--- src/hdl/psei_pkg.sv ---
// package: register map, field positions, reset values and timing counts for power supply events
package psei_pkg;

    localparam int unsigned CLK_HZ = 40000000;

    // register addresses on the special-function bus
    localparam logic [7:0] ADDR_LINE_DIP_CYCLES  = 8'h13;
    localparam logic [7:0] ADDR_LINE_DIP_LEVEL   = 8'h14;
    localparam logic [7:0] ADDR_ADC_START        = 8'hD8;
    localparam logic [7:0] ADDR_BATTERY_READING  = 8'hDF;
    localparam logic [7:0] ADDR_IRQ_ENABLE       = 8'hEC;
    localparam logic [7:0] ADDR_DELTA_THRESHOLD  = 8'hF3;
    localparam logic [7:0] ADDR_PERIPHERAL_CONFIG_CONFIG    = 8'hF4;
    localparam logic [7:0] ADDR_SWITCH_CONFIG    = 8'hF5;
    localparam logic [7:0] ADDR_IRQ_FLAGS        = 8'hF8;
    localparam logic [7:0] ADDR_BATTERY_THRESH   = 8'hFA;
    localparam logic [7:0] ADDR_SENSE_READING    = 8'hEF;
    localparam logic [7:0] ADDR_IRQ_ENABLE2      = 8'hA9;

    // flag, enable and rail status bit positions
    localparam int unsigned BIT_SENSE_LOW  = 0;
    localparam int unsigned BIT_SWITCHOVER = 1;
    localparam int unsigned BIT_BATTERY    = 2;
    localparam int unsigned BIT_SENSE_ADC  = 3;
    localparam int unsigned BIT_LINE_DIP   = 5;
    localparam int unsigned BIT_RESTORE    = 7;
    localparam int unsigned BIT_RAIL_MAIN  = 6;
    localparam int unsigned BIT_GLOBAL_EN  = 1;

    localparam logic [7:0] FLAG_MASK       = 8'hAF;
    localparam logic [7:0] RESET_BYTE      = 8'h00;
    localparam logic [7:0] RESET_PERIPHERAL_CONFIG    = 8'h40;

    localparam logic [1:0] CAUSE_SENSE     = 2'h1;
    localparam logic [1:0] CAUSE_MAIN      = 2'h0;

    // timing, figures in their own units
    localparam int unsigned T_SENSE_FLAG_NS  = 10;
    localparam int unsigned T_MAIN_SWITCH_NS = 10;
    localparam int unsigned T_SENSE_SWITCH_MS = 30;
    localparam int unsigned T_RESTORE_MS     = 130;
    localparam int unsigned PERIOD_NS        = 1000000000 / CLK_HZ;
    localparam int unsigned CYC_SENSE_FLAG   = (T_SENSE_FLAG_NS + PERIOD_NS - 1) / PERIOD_NS;
    localparam int unsigned CYC_MAIN_SWITCH  = (T_MAIN_SWITCH_NS + PERIOD_NS - 1) / PERIOD_NS;
    localparam int unsigned CYC_SENSE_SWITCH = T_SENSE_SWITCH_MS * (CLK_HZ / 1000);
    localparam int unsigned CYC_RESTORE      = T_RESTORE_MS * (CLK_HZ / 1000);
    localparam int unsigned CYC_ADC_PERIOD   = 4000;

    typedef enum logic [1:0]
    {
        RAIL_MAIN      = 2'b00,
        RAIL_LEAVING   = 2'b01,
        RAIL_BATTERY   = 2'b11,
        RAIL_RETURNING = 2'b10
    } psei_rail_type;

    typedef struct packed
    {
        logic [7:0] addr;
        logic [7:0] wdata;
        logic       wr;
        logic       rd;
    } psei_sfr_req_type;

    typedef struct packed
    {
        logic main_low;
        logic sense_low;
        logic line_below;
        logic line_cycle;
        logic bat_valid;
        logic [7:0] bat_value;
        logic sense_valid;
        logic [7:0] sense_value;
    } psei_analog_type;

    function automatic logic [7:0] abs_diff(input logic [7:0] a, input logic [7:0] b);
        return (a > b) ? 8'(a - b) : 8'(b - a);
    endfunction : abs_diff

endpackage : psei_pkg

--- src/hdl/psei_events.sv ---
// power supply event flags, enables, rail source tracking and the shared interrupt
// What this block does
// RL1: switch from main to battery sets the switchover flag; enable bit 1 routes it.
// RL2: return from battery to main sets the restore flag; enable bit 7 routes it.
// RL3: switchover and restore flags set even when their enables are clear.
// RL4: these flags stay until software writes zero; writing one keeps them.
// RL5: peripheral config bit 6 reads one on main supply, zero on battery.
// RL6: sense reading change beyond the delta threshold sets the sense adc flag.
// RL7: enable bit 3 routes the sense adc event to the interrupt.
// RL8: periodic background conversions plus one per adc start write, each marked ready.
// RL9: battery flag sets on reading below threshold or on a new reading.
// RL10: enable bit 2 routes the battery event to the interrupt.
// RL11: flag bit 0 sets when the sense comparator reports below 1.2 V.
// RL12: enable bit 0 routes the sense comparator event to the interrupt.
// RL13: dip flag sets when line stays below level for the programmed cycles.
// RL14: enable bit 5 routes the line dip event to the interrupt.
// RL15: sense low flag rises no sooner than 10 ns after the drop.
// RL16: switch to battery no sooner than 10 ns after main drops low.
// RL17: with sense cause selected, switchover follows a low sense after about 30 ms.
// RL18: return to main about 130 ms after restore conditions hold, per selector.
// RL19: interrupt reaches the core only with global enable set, clear after reset.
// RL20: selector 0b01 picks low sense as cause, 0b00 low main supply.
// RL21: interrupt asserts while any flag is set with its enable.
module psei_events
    import psei_pkg::*;
#(
    parameter int unsigned SENSE_SWITCH_CYCLES = CYC_SENSE_SWITCH,
    parameter int unsigned RESTORE_CYCLES      = CYC_RESTORE,
    parameter int unsigned ADC_PERIOD_CYCLES   = CYC_ADC_PERIOD
)
(
    input  wire logic             sys_clk,
    input  wire logic             rst,
    input  wire psei_sfr_req_type sfr_req,
    output logic      [7:0]       sfr_rdata,
    input  wire psei_analog_type  analog,
    output logic                  adc_convert,
    output logic                  rail_use_battery,
    output logic                  power_irq
);

    // =====================================================
    // input synchronisers
    logic [3:0] levels_sync;

    psei_sync #(.WIDTH(4)) u_sync
    (
        .sys_clk  (sys_clk),
        .rst      (rst),
        .async_in ({analog.main_low, analog.sense_low, analog.line_below, analog.line_cycle}),
        .sync_out (levels_sync)
    );

    wire main_low_s   = levels_sync[3];
    wire sense_low_s  = levels_sync[2];
    wire line_below_s = levels_sync[1];
    wire line_cycle_s = levels_sync[0];

    // =====================================================
    // registers
    logic [7:0]    power_irq_enable;
    logic [7:0]    power_irq_flags;
    logic [7:0]    supply_delta_threshold;
    logic [7:0]    battery_low_threshold;
    logic [7:0]    battery_reading;
    logic [7:0]    sense_reading;
    logic [7:0]    line_dip_level;
    logic [7:0]    line_dip_cycles;
    logic [7:0]    adc_start;
    logic [1:0]    switchover_cause_select;
    logic          power_irq_global_en;
    psei_rail_type rail_state;
    logic [31:0]   rail_timer;
    logic [31:0]   adc_timer;
    logic [7:0]    dip_count;
    logic          line_cycle_d;
    logic          sense_low_d;
    logic          bat_valid_m;
    logic          bat_valid_d;
    logic          bat_valid_s;
    logic          sense_valid_m;
    logic          sense_valid_d;
    logic          sense_valid_s;

    wire wr_en      = sfr_req.wr && (sfr_req.addr == ADDR_IRQ_ENABLE);
    wire wr_flags   = sfr_req.wr && (sfr_req.addr == ADDR_IRQ_FLAGS);
    wire wr_delta   = sfr_req.wr && (sfr_req.addr == ADDR_DELTA_THRESHOLD);
    wire wr_bthr    = sfr_req.wr && (sfr_req.addr == ADDR_BATTERY_THRESH);
    wire wr_dlvl    = sfr_req.wr && (sfr_req.addr == ADDR_LINE_DIP_LEVEL);
    wire wr_dcyc    = sfr_req.wr && (sfr_req.addr == ADDR_LINE_DIP_CYCLES);
    wire wr_start   = sfr_req.wr && (sfr_req.addr == ADDR_ADC_START);
    wire wr_switch  = sfr_req.wr && (sfr_req.addr == ADDR_SWITCH_CONFIG);
    wire wr_en2     = sfr_req.wr && (sfr_req.addr == ADDR_IRQ_ENABLE2);

    // =====================================================
    // rail source machine
    wire rail_is_main = (rail_state == RAIL_MAIN) || (rail_state == RAIL_LEAVING);
    wire cause_sense  = (switchover_cause_select == CAUSE_SENSE); // RL20
    wire leave_cond   = main_low_s || (cause_sense && sense_low_s);
    wire restore_ok   = !main_low_s && !(cause_sense && sense_low_s); // RL18
    wire leave_now    = main_low_s || (rail_timer >= SENSE_SWITCH_CYCLES - 1); // RL16 RL17
    wire to_battery   = (rail_state == RAIL_LEAVING) && leave_now;
    wire to_main      = (rail_state == RAIL_RETURNING) && restore_ok
                        && (rail_timer >= RESTORE_CYCLES - 1); // RL18

    psei_rail_type next_rail_state;

    always_comb
    begin
        next_rail_state = rail_state;
        case (rail_state)
            RAIL_MAIN:
                if (leave_cond) next_rail_state = RAIL_LEAVING;
            RAIL_LEAVING:
                if (to_battery) next_rail_state = RAIL_BATTERY;
                else if (!leave_cond) next_rail_state = RAIL_MAIN;
            RAIL_BATTERY:
                if (restore_ok) next_rail_state = RAIL_RETURNING;
            RAIL_RETURNING:
                if (to_main) next_rail_state = RAIL_MAIN;
                else if (!restore_ok) next_rail_state = RAIL_BATTERY;
            default:
                next_rail_state = RAIL_MAIN;
        endcase
    end

    wire [31:0] next_rail_timer = (next_rail_state != rail_state) ? 32'h0 : 32'(rail_timer + 1);

    // =====================================================
    // event detection
    wire sense_low_rise = sense_low_s && !sense_low_d; // RL11 RL15
    wire dip_hit        = line_below_s && line_cycle_s && !line_cycle_d
                          && (dip_count == 8'(line_dip_cycles - 8'h01)) && (line_dip_cycles != 8'h00); // RL13
    wire bat_new        = bat_valid_s && !bat_valid_d;
    wire bat_event      = bat_new || (bat_new && (analog.bat_value < battery_low_threshold)); // RL9
    wire sense_new      = sense_valid_s && !sense_valid_d; // RL8
    wire sense_event    = sense_new && (abs_diff(analog.sense_value, sense_reading) > supply_delta_threshold); // RL6
    wire adc_tick       = (adc_timer >= ADC_PERIOD_CYCLES - 1);

    logic [7:0] set_bits;
    always_comb
    begin
        set_bits                 = 8'h00;
        set_bits[BIT_SWITCHOVER] = to_battery; // RL1 RL3
        set_bits[BIT_RESTORE]    = to_main; // RL2 RL3
        set_bits[BIT_SENSE_LOW]  = sense_low_rise;
        set_bits[BIT_BATTERY]    = bat_event;
        set_bits[BIT_SENSE_ADC]  = sense_event;
        set_bits[BIT_LINE_DIP]   = dip_hit;
    end

    // set wins over a software clear in the same cycle
    wire [7:0] kept_bits = wr_flags ? (power_irq_flags & sfr_req.wdata) : power_irq_flags; // RL4
    wire [7:0] next_flags = (kept_bits | set_bits) & FLAG_MASK;
    // next enables too, so a write to either enable register moves the request with it
    wire [7:0] next_enable = wr_en ? sfr_req.wdata : power_irq_enable;
    wire next_global = wr_en2 ? sfr_req.wdata[BIT_GLOBAL_EN] : power_irq_global_en;
    wire next_irq = next_global && |(next_flags & next_enable); // RL21 RL19 RL7 RL10 RL12 RL14

    // =====================================================
    // sequential state
    always_ff @(posedge sys_clk)
    begin
        if (rst)
        begin
            rail_state <= RAIL_MAIN;
            rail_timer <= 32'h0;
        end
        else
        begin
            rail_state <= next_rail_state;
            rail_timer <= next_rail_timer;
        end
    end

    always_ff @(posedge sys_clk)
    begin
        if (rst)
        begin
            power_irq_flags <= RESET_BYTE;
            power_irq       <= 1'b0;
            sense_low_d     <= 1'b0;
            line_cycle_d    <= 1'b0;
            bat_valid_m     <= 1'b0;
            bat_valid_s     <= 1'b0;
            bat_valid_d     <= 1'b0;
            sense_valid_m   <= 1'b0;
            sense_valid_s   <= 1'b0;
            sense_valid_d   <= 1'b0;
        end
        else
        begin
            power_irq_flags <= next_flags;
            power_irq       <= next_irq;
            sense_low_d     <= sense_low_s;
            line_cycle_d    <= line_cycle_s;
            // two flops before the edge detect; only the second reads the first
            bat_valid_m     <= analog.bat_valid;
            bat_valid_s     <= bat_valid_m;
            bat_valid_d     <= bat_valid_s;
            sense_valid_m   <= analog.sense_valid;
            sense_valid_s   <= sense_valid_m;
            sense_valid_d   <= sense_valid_s;
        end
    end

    // readings: data held stable by the converter while its valid stays high
    always_ff @(posedge sys_clk)
    begin
        if (rst)
        begin
            battery_reading <= RESET_BYTE;
            sense_reading   <= RESET_BYTE;
        end
        else
        begin
            if (bat_new)
                battery_reading <= analog.bat_value;
            if (sense_new)
                sense_reading <= analog.sense_value;
        end
    end

    always_ff @(posedge sys_clk)
    begin
        if (rst)
            dip_count <= 8'h00;
        else if (!line_below_s || dip_hit)
            dip_count <= 8'h00;
        else if (line_cycle_s && !line_cycle_d)
            dip_count <= 8'(dip_count + 8'h01); // RL13
    end

    always_ff @(posedge sys_clk)
    begin
        if (rst)
        begin
            adc_timer   <= 32'h0;
            adc_convert <= 1'b0;
        end
        else
        begin
            adc_timer   <= (adc_tick || wr_start) ? 32'h0 : 32'(adc_timer + 1);
            adc_convert <= adc_tick || wr_start; // RL8
        end
    end

    always_ff @(posedge sys_clk)
    begin
        if (rst)
            rail_use_battery <= 1'b0;
        else
            rail_use_battery <= !rail_is_main;
    end

    always_ff @(posedge sys_clk)
    begin
        if (rst)
        begin
            power_irq_enable        <= RESET_BYTE;
            supply_delta_threshold  <= RESET_BYTE;
            battery_low_threshold   <= RESET_BYTE;
            line_dip_level          <= RESET_BYTE;
            line_dip_cycles         <= RESET_BYTE;
            adc_start               <= RESET_BYTE;
            switchover_cause_select <= CAUSE_MAIN;
            power_irq_global_en     <= 1'b0; // RL19
        end
        else
        begin
            if (wr_en)     power_irq_enable        <= sfr_req.wdata;
            if (wr_delta)  supply_delta_threshold  <= sfr_req.wdata;
            if (wr_bthr)   battery_low_threshold   <= sfr_req.wdata;
            if (wr_dlvl)   line_dip_level          <= sfr_req.wdata;
            if (wr_dcyc)   line_dip_cycles         <= sfr_req.wdata;
            if (wr_start)  adc_start               <= sfr_req.wdata;
            if (wr_switch) switchover_cause_select <= sfr_req.wdata[1:0];
            if (wr_en2)    power_irq_global_en     <= sfr_req.wdata[BIT_GLOBAL_EN];
        end
    end

    // =====================================================
    // read mux
    wire [7:0] peripheral_config_rd = rail_is_main ? RESET_PERIPHERAL_CONFIG : RESET_BYTE; // RL5
    logic [7:0] next_rdata;
    always_comb
    begin
        if (sfr_req.addr == ADDR_IRQ_FLAGS)            next_rdata = power_irq_flags;
        else if (sfr_req.addr == ADDR_IRQ_ENABLE)      next_rdata = power_irq_enable;
        else if (sfr_req.addr == ADDR_PERIPHERAL_CONFIG_CONFIG)   next_rdata = peripheral_config_rd;
        else if (sfr_req.addr == ADDR_DELTA_THRESHOLD) next_rdata = supply_delta_threshold;
        else if (sfr_req.addr == ADDR_BATTERY_THRESH)  next_rdata = battery_low_threshold;
        else if (sfr_req.addr == ADDR_BATTERY_READING) next_rdata = battery_reading;
        else if (sfr_req.addr == ADDR_SENSE_READING)   next_rdata = sense_reading;
        else if (sfr_req.addr == ADDR_LINE_DIP_LEVEL)  next_rdata = line_dip_level;
        else if (sfr_req.addr == ADDR_LINE_DIP_CYCLES) next_rdata = line_dip_cycles;
        else if (sfr_req.addr == ADDR_ADC_START)       next_rdata = adc_start;
        else if (sfr_req.addr == ADDR_SWITCH_CONFIG)   next_rdata = {6'h00, switchover_cause_select};
        else if (sfr_req.addr == ADDR_IRQ_ENABLE2)     next_rdata = {6'h00, power_irq_global_en, 1'b0};
        else                                           next_rdata = RESET_BYTE;
    end

    always_ff @(posedge sys_clk)
    begin
        if (rst)
            sfr_rdata <= RESET_BYTE;
        else
            sfr_rdata <= next_rdata;
    end

    // =====================================================
    // checks
    a_irq_follows_flags: assert property (@(posedge sys_clk) disable iff (rst)
        power_irq == (power_irq_global_en && |(power_irq_flags & power_irq_enable)))
        else $error("interrupt does not match flags and enables"); // RL21

    a_switch_sets_flag: assert property (@(posedge sys_clk) disable iff (rst)
        to_battery |=> power_irq_flags[BIT_SWITCHOVER]) else $error("switchover flag missing"); // RL1

    a_restore_sets_flag: assert property (@(posedge sys_clk) disable iff (rst)
        to_main |=> power_irq_flags[BIT_RESTORE]) else $error("restore flag missing"); // RL2

    a_write_one_keeps: assert property (@(posedge sys_clk) disable iff (rst)
        (wr_flags && power_irq_flags[BIT_SWITCHOVER] && sfr_req.wdata[BIT_SWITCHOVER])
        |=> power_irq_flags[BIT_SWITCHOVER]) else $error("flag lost on write of one"); // RL4

    a_write_zero_clears: assert property (@(posedge sys_clk) disable iff (rst)
        (wr_flags && !sfr_req.wdata[BIT_RESTORE] && !to_main) |=> !power_irq_flags[BIT_RESTORE])
        else $error("restore flag not cleared"); // RL4

    a_global_gate: assert property (@(posedge sys_clk) disable iff (rst)
        !power_irq_global_en |=> !power_irq || $past(wr_en2)) else $error("interrupt without global enable"); // RL19

    a_rail_bit_track: assert property (@(posedge sys_clk) disable iff (rst)
        rail_use_battery == !$past(rail_is_main)) else $error("rail source bit wrong"); // RL5

    a_start_converts: assert property (@(posedge sys_clk) disable iff (rst)
        wr_start |=> adc_convert) else $error("adc start ignored"); // RL8

    a_sense_low_delay: assert property (@(posedge sys_clk) disable iff (rst)
        $rose(power_irq_flags[BIT_SENSE_LOW]) |-> $past(sense_low_s)) else $error("sense flag too early"); // RL15

    a_battery_sets_flag: assert property (@(posedge sys_clk) disable iff (rst)
        bat_new |=> power_irq_flags[BIT_BATTERY]) else $error("battery flag missing"); // RL9

    a_dip_sets_flag: assert property (@(posedge sys_clk) disable iff (rst)
        dip_hit |=> power_irq_flags[BIT_LINE_DIP]) else $error("line dip flag missing"); // RL13

    c_switchover: cover property (@(posedge sys_clk) disable iff (rst) to_battery);
    c_restore:    cover property (@(posedge sys_clk) disable iff (rst) to_main);
    c_irq:        cover property (@(posedge sys_clk) disable iff (rst) $rose(power_irq));
    c_line_dip:   cover property (@(posedge sys_clk) disable iff (rst) dip_hit);
    c_battery:    cover property (@(posedge sys_clk) disable iff (rst) bat_event);

endmodule : psei_events

--- src/hdl/psei_sync.sv ---
// two-flop synchroniser bank for the analog status levels
module psei_sync
    import psei_pkg::*;
#(
    parameter int unsigned WIDTH = 4
)
(
    input  wire logic             sys_clk,
    input  wire logic             rst,
    input  wire logic [WIDTH-1:0] async_in,
    output logic      [WIDTH-1:0] sync_out
);

    logic [WIDTH-1:0] stage1;

    always_ff @(posedge sys_clk)
    begin
        if (rst)
        begin
            stage1   <= '0;
            sync_out <= '0;
        end
        else
        begin
            stage1   <= async_in;
            sync_out <= stage1;
        end
    end

endmodule : psei_sync

--- config.mk ---
export PLATFORM = sky130hd
export DESIGN_NAME = psei_events
export DESIGN_NICKNAME = d
export VERILOG_FILES = /design/src/hdl/psei_pkg.sv /design/src/hdl/psei_events.sv /design/src/hdl/psei_sync.sv
export SDC_FILE = /design/constraint.sdc
export NUM_CORES = 1
export LEC_CHECK = 0
export ABC_AREA = 0
export BUFFER_PORTS_ARGS = -buffer_cell sky130_fd_sc_hd__buf_2
export CAP_MARGIN = 20
export CORE_UTILIZATION = 55
export CTS_CLUSTER_DIAMETER = 50
export DETAILED_ROUTE_END_ITERATION = 10
export GPL_TIMING_DRIVEN = 0
export HOLD_SLACK_MARGIN = 0.15
export PLACE_DENSITY = 0.74
export SYNTH_ARGS = -nofsm -noshare
export SYNTH_HDL_FRONTEND = slang
export SYNTH_SLANG_ARGS = --single-unit
--- constraint.sdc ---
create_clock -name sys_clk -period 4.2 [get_ports sys_clk]
set_input_delay 0.63 -clock sys_clk [delete_from_list [all_inputs] [get_ports sys_clk]]
set_output_delay 0.63 -clock sys_clk [all_outputs]
set_load 0.01 [all_outputs]
==> results by group, run 1 <==
Floorplan
  – Chip height: 124 µm
  – Die Span X: 124 µm
  – Core Area: 14500 µm²
  – Area of the die: 15300 µm²
  – Row count: 44
  – Effective utilization at floorplan: 56.2%
  – IO Pins: 53

Setup path
  – Maximum cell stage delay along the critical path: 440 ps
  – Cell with the largest stage delay on the worst path: sky130_fd_sc_hd__o41a_1
  – Ordered list of cells on the worst path: ha_2 -> inv_1 -> fa_1 -> a21o_1 -> a21oi_2 -> o211ai_1 -> buf_4 -> and3_1 -> o31a_1 -> o21ai_1 -> xnor2_1 -> ha_1 -> nand4_1 -> a21oi_1 -> o221ai_2 -> and2_4 -> o211ai_1 -> o41a_1
  – Data required time at the worst endpoint: 4510 ps
  – Critical Path Start Type: flip-flop
  – Crit path arrival time: 4340 ps
  – Cell repeated most along the worst path: sky130_fd_sc_hd__o211ai_1
  – Startpoint-to-endpoint class of the critical path: flip-flop to flip-flop
  – Crit path max fanout: 5
  – CP Capture Type: flip-flop

Detailed routing
  – DR DRC count: 0
  – Post-DRT Antenna Nets: 0
  – Number of iterations in the first detailed-routing pass: 6
  – DRC marker count from the first detailed-route iteration: 741
  – Detailed-route wire length per cell: 16.3 µm
  – Post-DR vias/cell: 5.73
  – Total detailed-routing wirelength: 20500 µm
  – Number of vias in the routed layout: 7226

Clock tree
  – Buffer type at the clock tree root: sky130_fd_sc_hd__clkbuf_16
  – Clock slew seen by the registers of the worst setup and hold paths: 70 ps
  – Later-pin clock latency in the skew report: 440 ps
  – Number of clock buffers inserted by TritonCTS: 17
  – H-tree level count: 4
  – Sink count of the clock tree: 174
  – CTS tree: done
  – Maximum buffer depth of the clock tree: 2

Cells and area
  – Number of non-filler instances in the completed layout: 1261
  – Filler Cells Inserted: 1269
  – Area grow syn2layout: 14.9%
  – Net count of the finished layout: 1135
  – Share of post-route cells with drive strength above 1: 11.4%
  – Antenna diodes: 0
  – Area taken by flip-flops and latches: 3490 µm²
  – Area of combinational cells with multiple inputs: 4450 µm²

Global route
  – Maximum number of pins on one net before global-route repair: 18
  – Remaining global-route overflow: 0
  – Number of antenna violations at the first check in global routing: 0
  – First-pass GRT wire length: 32600 µm
  – Total track usage: 28.0%
  – Via count of the first global-routing pass: 6545

Synth
  – XOR/XNOR share of the synthesized area: 6.75%
  – Simple-gate share of the synthesized area: 25.4%
  – EDFF count, synth: 0
  – Synthesized-area fraction occupied by ao, oa, aoi and oai cells: 14.5%
  – Dominant combinational cell family by area after synthesis: simple AND/OR/NAND/NOR gates
  – Sequential fraction of the synthesis area: 42.6%
  – Post-Synthesis Mean Instance Area: 8.39 µm²
  – Cells after synthesis: 974
  – Total number of yosys warnings: 0
  – Share of cell area taken by muxes after synthesis: 1.62%
  – Flops & latches, synth: 174
  – Adder-cell share of the synthesized area: 4.63%
  – Dominant register cell in the synthesized netlist: sky130_fd_sc_hd__dfxtp_1
  – Netlist area before placement: 8170 µm²
  – Synth unique cells: 72
  – Share of synthesized flip-flops with an asynchronous set or reset: 0%

Power and ir drop
  – Largest vdd supply drop: 0.000310 V
  – Static leakage: 0.00340 µW
  – Total power per unit cell area: 380 nW/µm²
  – Total Power: 3570 µW

Timing
  – Final count of pins violating max slew: 0
  – Final Critical Period: 4030 ps
  – Total setup violations reported at the end of the flow: 0
  – Worst-margin pin slew: 990 ps
  – Final Hold Violating Endpoints: 0
  – Max transition margin: 33.5%
  – Clock tree skew after final layout: 10.1 ps
  – Fmax: 248 MHz
  – Share of the clock period used by the worst path: 96.0%

Place
  – HPWL after detailed placement: 15000 µm
  – Weighted congestion at the end of routability-driven global placement: 0.999
  – Placed Cells: 1225
  – Number of buffers added on ports: 47

Job
  – Max cap viols: 0

Hold path
  – Class of the tightest hold or removal check: input pin to flip-flop

Outcome
  – Run status: finished clean
[final cells by class]
type	instances	area share [%]
clock inverter	13	1.55
buffer	45	2.17
sequential	174	37.2
clock buffer	19	4.82
tap	184	2.45
multi-input combinational	733	47.4
inverter	41	1.64
timing repair buffer	52	2.85
[per-layer routing]
metal	GRT usage, %	wire length [µm]	part of all wire, %	vias to the layer above
met4	11.7	664	3.2	0
met5	0	0	0	-
met3	6.23	1610	7.9	47
li1	-	-	-	3553
met1	37.4	8960	44	3344
met2	43.6	9310	45	282
[cells in the final DEF, fill, tap and decap left out, types with 26 or more instances in the layout]
cell	netlist	layout
sky130_fd_sc_hd__clkbuf_1	38	38
sky130_fd_sc_hd__inv_1	41	41
sky130_fd_sc_hd__nor2_1	89	88
sky130_fd_sc_hd__ha_1	27	26
sky130_fd_sc_hd__nor2b_1	28	28
sky130_fd_sc_hd__buf_2	1	50
sky130_fd_sc_hd__a21oi_1	86	85
sky130_fd_sc_hd__dfxtp_1	174	172
sky130_fd_sc_hd__nand3_1	68	68
sky130_fd_sc_hd__xnor2_1	30	30
sky130_fd_sc_hd__nand2_1	124	124
sky130_fd_sc_hd__xor2_1	33	33
[per-stage QoR]
step                utilization, %  hold slack, ps  worst slack [ps]  setup TNS [ps]  instance area [µm²]
floorplan                        -             414               194               0                 8240
global placement              59.9             417              -520            -520                 8710
detailed placement            59.9             421              -603            -684                 8710
CTS                           64.2             392              20.8               0                 9340
global route                  64.6             395             -16.2           -16.2                 9390
finish                        64.6             404               166               0                 9390
[power by group]
part | switching (µW) | internal (µW) | leakage [µW]
sequential | 16.2 | 1680 | 0.00142
combinational | 179 | 112 | 0.00170
clock | 713 | 874 | 0.000294
[critical path: cells and delay by family, from the launching register on]
kind	cells	cell delay, ps
adder cells (fa/ha/maj)	3	840
buffers and inverters	2	240
AO/OA/AOI/OAI	9	1760
flip-flops	1	380
AND/OR/NAND/NOR	3	510
XOR/XNOR	1	150
[synthesized netlist by cell type, types with 15 or more instances]
cell	n	area (µm²)
sky130_fd_sc_hd__ha_1	27	338
sky130_fd_sc_hd__nor3_1	15	75.1
sky130_fd_sc_hd__xor2_1	33	289
sky130_fd_sc_hd__nor4_1	16	100
sky130_fd_sc_hd__inv_1	41	154
sky130_fd_sc_hd__nor2_1	89	334
sky130_fd_sc_hd__nand4_1	16	100
sky130_fd_sc_hd__nand2_1	124	465
sky130_fd_sc_hd__nor2b_1	28	175
sky130_fd_sc_hd__nand3_1	68	340
sky130_fd_sc_hd__dfxtp_1	174	3480
sky130_fd_sc_hd__xnor2_1	30	263
sky130_fd_sc_hd__clkbuf_1	38	143
sky130_fd_sc_hd__o21ai_0	21	105
sky130_fd_sc_hd__a21oi_1	86	430
[worst paths after layout]
check	startpoint	end	slack (ps)	depth (start not counted)
worst max-delay path	sense_reading[0]	power_irq	170	18
worst min-delay path	analog[18]	u_sync.stage1[0]	400	2
worst max register to register	sense_reading[0]	power_irq	170	18
worst min register to register	u_sync.stage1[3]	u_sync.sync_out[3]	430	1
[cells by family after synthesis]
logic type	count (synthesis)
fa+ha+maj	29
compound gates	186
xor+xnor	63
mux	13
other cells	1
simple gates	422
flops	174
buf+inv	86
[flip-flops by register name, summed over array words and instances (netlist names), 2 cells and up]
register	flops
rail_timer	32
line_dip_level	8
adc_timer	32
adc_start	8
u_sync.sync_out	4
switchover_cause_select	2
line_dip_cycles	8
sense_reading	8
u_sync.stage1	4
battery_reading	8
battery_low_threshold	8
dip_count	8
supply_delta_threshold	8
sfr_rdata	8
power_irq_flags	6
rail_state	2
power_irq_enable	8
[what timing repair did]
| item | 4_1_cts | 5_1_grt |
|---|---|---|
| setup endpoints to repair | 1 | 1 |
| hold buffers | 0 | 0 |
| resized for setup | 3 | 11 |
| pin swaps | 2 | 5 |
| setup buffers | 3 | 0 |
(Power assumes the default switching activity.)
==> inputs of run 2 (changes only) <==
BUFFER_PORTS_ARGS = -buffer_cell sky130_fd_sc_hd__buf_4   (was -buffer_cell sky130_fd_sc_hd__buf_2)
CORE_UTILIZATION = 40   (was 55)
PLACE_DENSITY = 0.57   (was 0.74)
==> run 2 against run 1 <==
Clock power decreased by 3%. Die area rose by 37%. Global-route usage shrank 7.1 points. Flip-flop and latch count unchanged. Clock skew rose by 4.6 ps. Cell count is 7.0% higher. Register-to-register slack better by 70 ps. Critical endpoint unchanged.
==> results by group, run 2 (synthesis gave the netlist of run 1 again) <==
Power and ir drop
  – Largest vdd supply drop: 0.000257 V (-17%)
  – Total Power: 3550 µW (-0.45%)
  – Static leakage: 0.00346 µW (+1.5%)
  – Total power per unit cell area: 369 nW/µm² (-3.0%)

Detailed routing
  – Post-DRT Antenna Nets: 0 (unchanged)
  – Post-DR vias/cell: 5.22 (-8.9%)
  – Number of vias in the routed layout: 7042 (-2.5%)
  – Number of iterations in the first detailed-routing pass: 6 (unchanged)
  – Detailed-route wire length per cell: 15.8 µm (-3.1%)
  – Total detailed-routing wirelength: 21300 µm (+3.6%)
  – DR DRC count: 0 (unchanged)
  – DRC marker count from the first detailed-route iteration: 459 (-38%)

Setup path
  – Crit path arrival time: 4280 ps (-60 ps)
  – Startpoint-to-endpoint class of the critical path: flip-flop to flip-flop
  – Data required time at the worst endpoint: 4510 ps (about the same)
  – Critical Path Start Type: flip-flop
  – Crit path max fanout: 5 (unchanged)
  – CP Capture Type: flip-flop

Outcome
  – Run status: finished clean

Cells and area
  – Commonest cells after routing, fill and taps aside: 170 x sky130_fd_sc_hd__dfxtp_1, 123 x sky130_fd_sc_hd__nand2_1, 88 x sky130_fd_sc_hd__nor2_1
  – Net count of the finished layout: 1142 (+0.62%)
  – Most frequent standard cell in the layout excluding fill and tap cells: sky130_fd_sc_hd__dfxtp_1
  – Area grow syn2layout: 17.9%
  – Antenna diodes: 0 (unchanged)
  – Filler Cells Inserted: 1953 (+54%)
  – Share of post-route cells with drive strength above 1: 12.1% (+0.66 points)
  – Biggest regs: adc_timer (32), rail_timer (32)
  – Fin area: 9630 µm² (+2.6%)

Timing
  – Final Hold Violating Endpoints: 0 (unchanged)
  – Clock tree skew after final layout: 14.7 ps (+4.61 ps)
  – Total setup violations reported at the end of the flow: 0 (unchanged)
  – Worst-margin pin slew: 1100 ps (+108 ps)
  – Final Critical Period: 3970 ps (-67.2 ps)
  – Share of the clock period used by the worst path: 94.4% (-1.6 points)
  – Fmax: 252 MHz (+1.7%)
  – Final count of pins violating max slew: 0 (unchanged)
  – Worst-case setup margin in the final layout: 234 ps (+67.2 ps)
  – Max transition margin: 26.2% (-7.3 points)

Floorplan
  – Core Area: 19700 µm² (+36%)
  – Chip height: 145 µm (+17%)
  – IO Pins: 53 (unchanged)
  – Row count: 51 (+16%)
  – Die Span X: 145 µm (+17%)
  – Effective utilization at floorplan: 41.4% (-15 points)
  – Area of the die: 21000 µm² (+37%)

Place
  – HPWL after detailed placement: 15800 µm (+5.0%)
  – Weighted congestion at the end of routability-driven global placement: 0.950 (-5.0%)
  – Post-DP Area: 8920 µm² (+2.5%)
  – Place WS: -591 ps (+12.5 ps)
  – Number of buffers added on ports: 47 (unchanged)

Global route
  – First-pass GRT wire length: 34600 µm (+6.2%)
  – Number of antenna violations at the first check in global routing: 0 (unchanged)
  – Via count of the first global-routing pass: 6384 (-2.5%)
  – Maximum number of pins on one net before global-route repair: 18 (unchanged)
  – Total track usage: 21.0% (-7.1 points)
  – Remaining global-route overflow: 0 (unchanged)

Clock tree
  – CTS tree: done
  – Sink count of the clock tree: 174 (unchanged)
  – Clock slew seen by the registers of the worst setup and hold paths: 70 ps (about the same)
  – Number of hold-repair buffers added at the cts stage: 0 (unchanged)
  – Buffer type at the clock tree root: sky130_fd_sc_hd__clkbuf_16
  – Later-pin clock latency in the skew report: 440 ps (about the same)
  – H-tree level count: 4 (unchanged)
  – Number of clock buffers inserted by TritonCTS: 17 (unchanged)
  – Maximum buffer depth of the clock tree: 2 (unchanged)

Hold path
  – Class of the tightest hold or removal check: input pin to flip-flop

Job
  – Max cap viols: 0 (unchanged)
[run 2: layer usage]
layer / routed length (µm) / GRT usage, % / part of all wire, %
met3: 1450 / 4.18 / 6.8
met1: 9800 / 29.2 / 46
met5: 0 / 0 / 0
met4: 401 / 6.70 / 1.9
met2: 9630 / 32.3 / 45
[run 2: what timing repair did]
| action | CTS | global route |
|---|---|---|
| resized for setup | 5 | 9 |
| setup buffers | 6 | 5 |
| setup endpoints to repair | 1 | 1 |
| pin swaps | 4 | 8 |
[run 2: cell type report]
type	count	area (µm²)	share of cell area, %
Inverter	41	154	1.60
Sequential cell	174	3490	36.2
Clock buffer	17	425	4.42
Multi-Input combinational cell	733	4430	46.0
Tap cell	265	332	3.44
Timing Repair Buffer	60	448	4.65
Clock inverter	15	150	1.56
Buffer	44	200	2.08
[run 2: critical path, cell delays in order (launching register included)]
cell and delay (ps):
sky130_fd_sc_hd__dfxtp_1 420, sky130_fd_sc_hd__inv_1 90, sky130_fd_sc_hd__ha_1 340, sky130_fd_sc_hd__nand4_1 180, sky130_fd_sc_hd__o211ai_1 400, sky130_fd_sc_hd__nand2_2 160
sky130_fd_sc_hd__buf_4 160, sky130_fd_sc_hd__buf_4 120, sky130_fd_sc_hd__buf_4 120, sky130_fd_sc_hd__buf_4 120, sky130_fd_sc_hd__nand2_1 50, sky130_fd_sc_hd__nand2_1 70
sky130_fd_sc_hd__ha_1 280, sky130_fd_sc_hd__nor2b_1 140, sky130_fd_sc_hd__o211ai_1 170, sky130_fd_sc_hd__a21oi_1 90, sky130_fd_sc_hd__o221ai_1 240, sky130_fd_sc_hd__and2_4 200
sky130_fd_sc_hd__o211ai_1 120, sky130_fd_sc_hd__o41a_1 370
[run 2: stage by stage]
| stage | utilization (%) | TNS [ps] | hold slack [ps] | std cells |
|---|---|---|---|---|
| after CTS | 48.5 | 0 | 386 | 1343 |
| final | 48.8 | 0 | 396 | 1349 |
| after global placement | 45.3 | -619 | 420 | 1305 |
| after detailed placement | 45.3 | -614 | 420 | 1305 |
| after global routing | 48.8 | -19.3 | 407 | 1349 |
| after floorplan | - | 0 | 414 | 993 |
[run 2: power by group]
| group | internal, µW | leakage (µW) | switching [µW] |
|---|---|---|---|
| clock | 836 | 0.000280 | 718 |
| sequential | 1680 | 0.00142 | 16.1 |
| combinational | 129 | 0.00176 | 178 |
[run 2: final timing paths]
kind	cells after the start	endpoint	from	slack, ps
max	19	power_irq	sense_reading[7]	230
min	2	sense_valid_m	analog[8]	400
max reg2reg	19	power_irq	sense_reading[7]	230
min reg2reg	1	u_sync.sync_out[0]	u_sync.stage1[0]	430
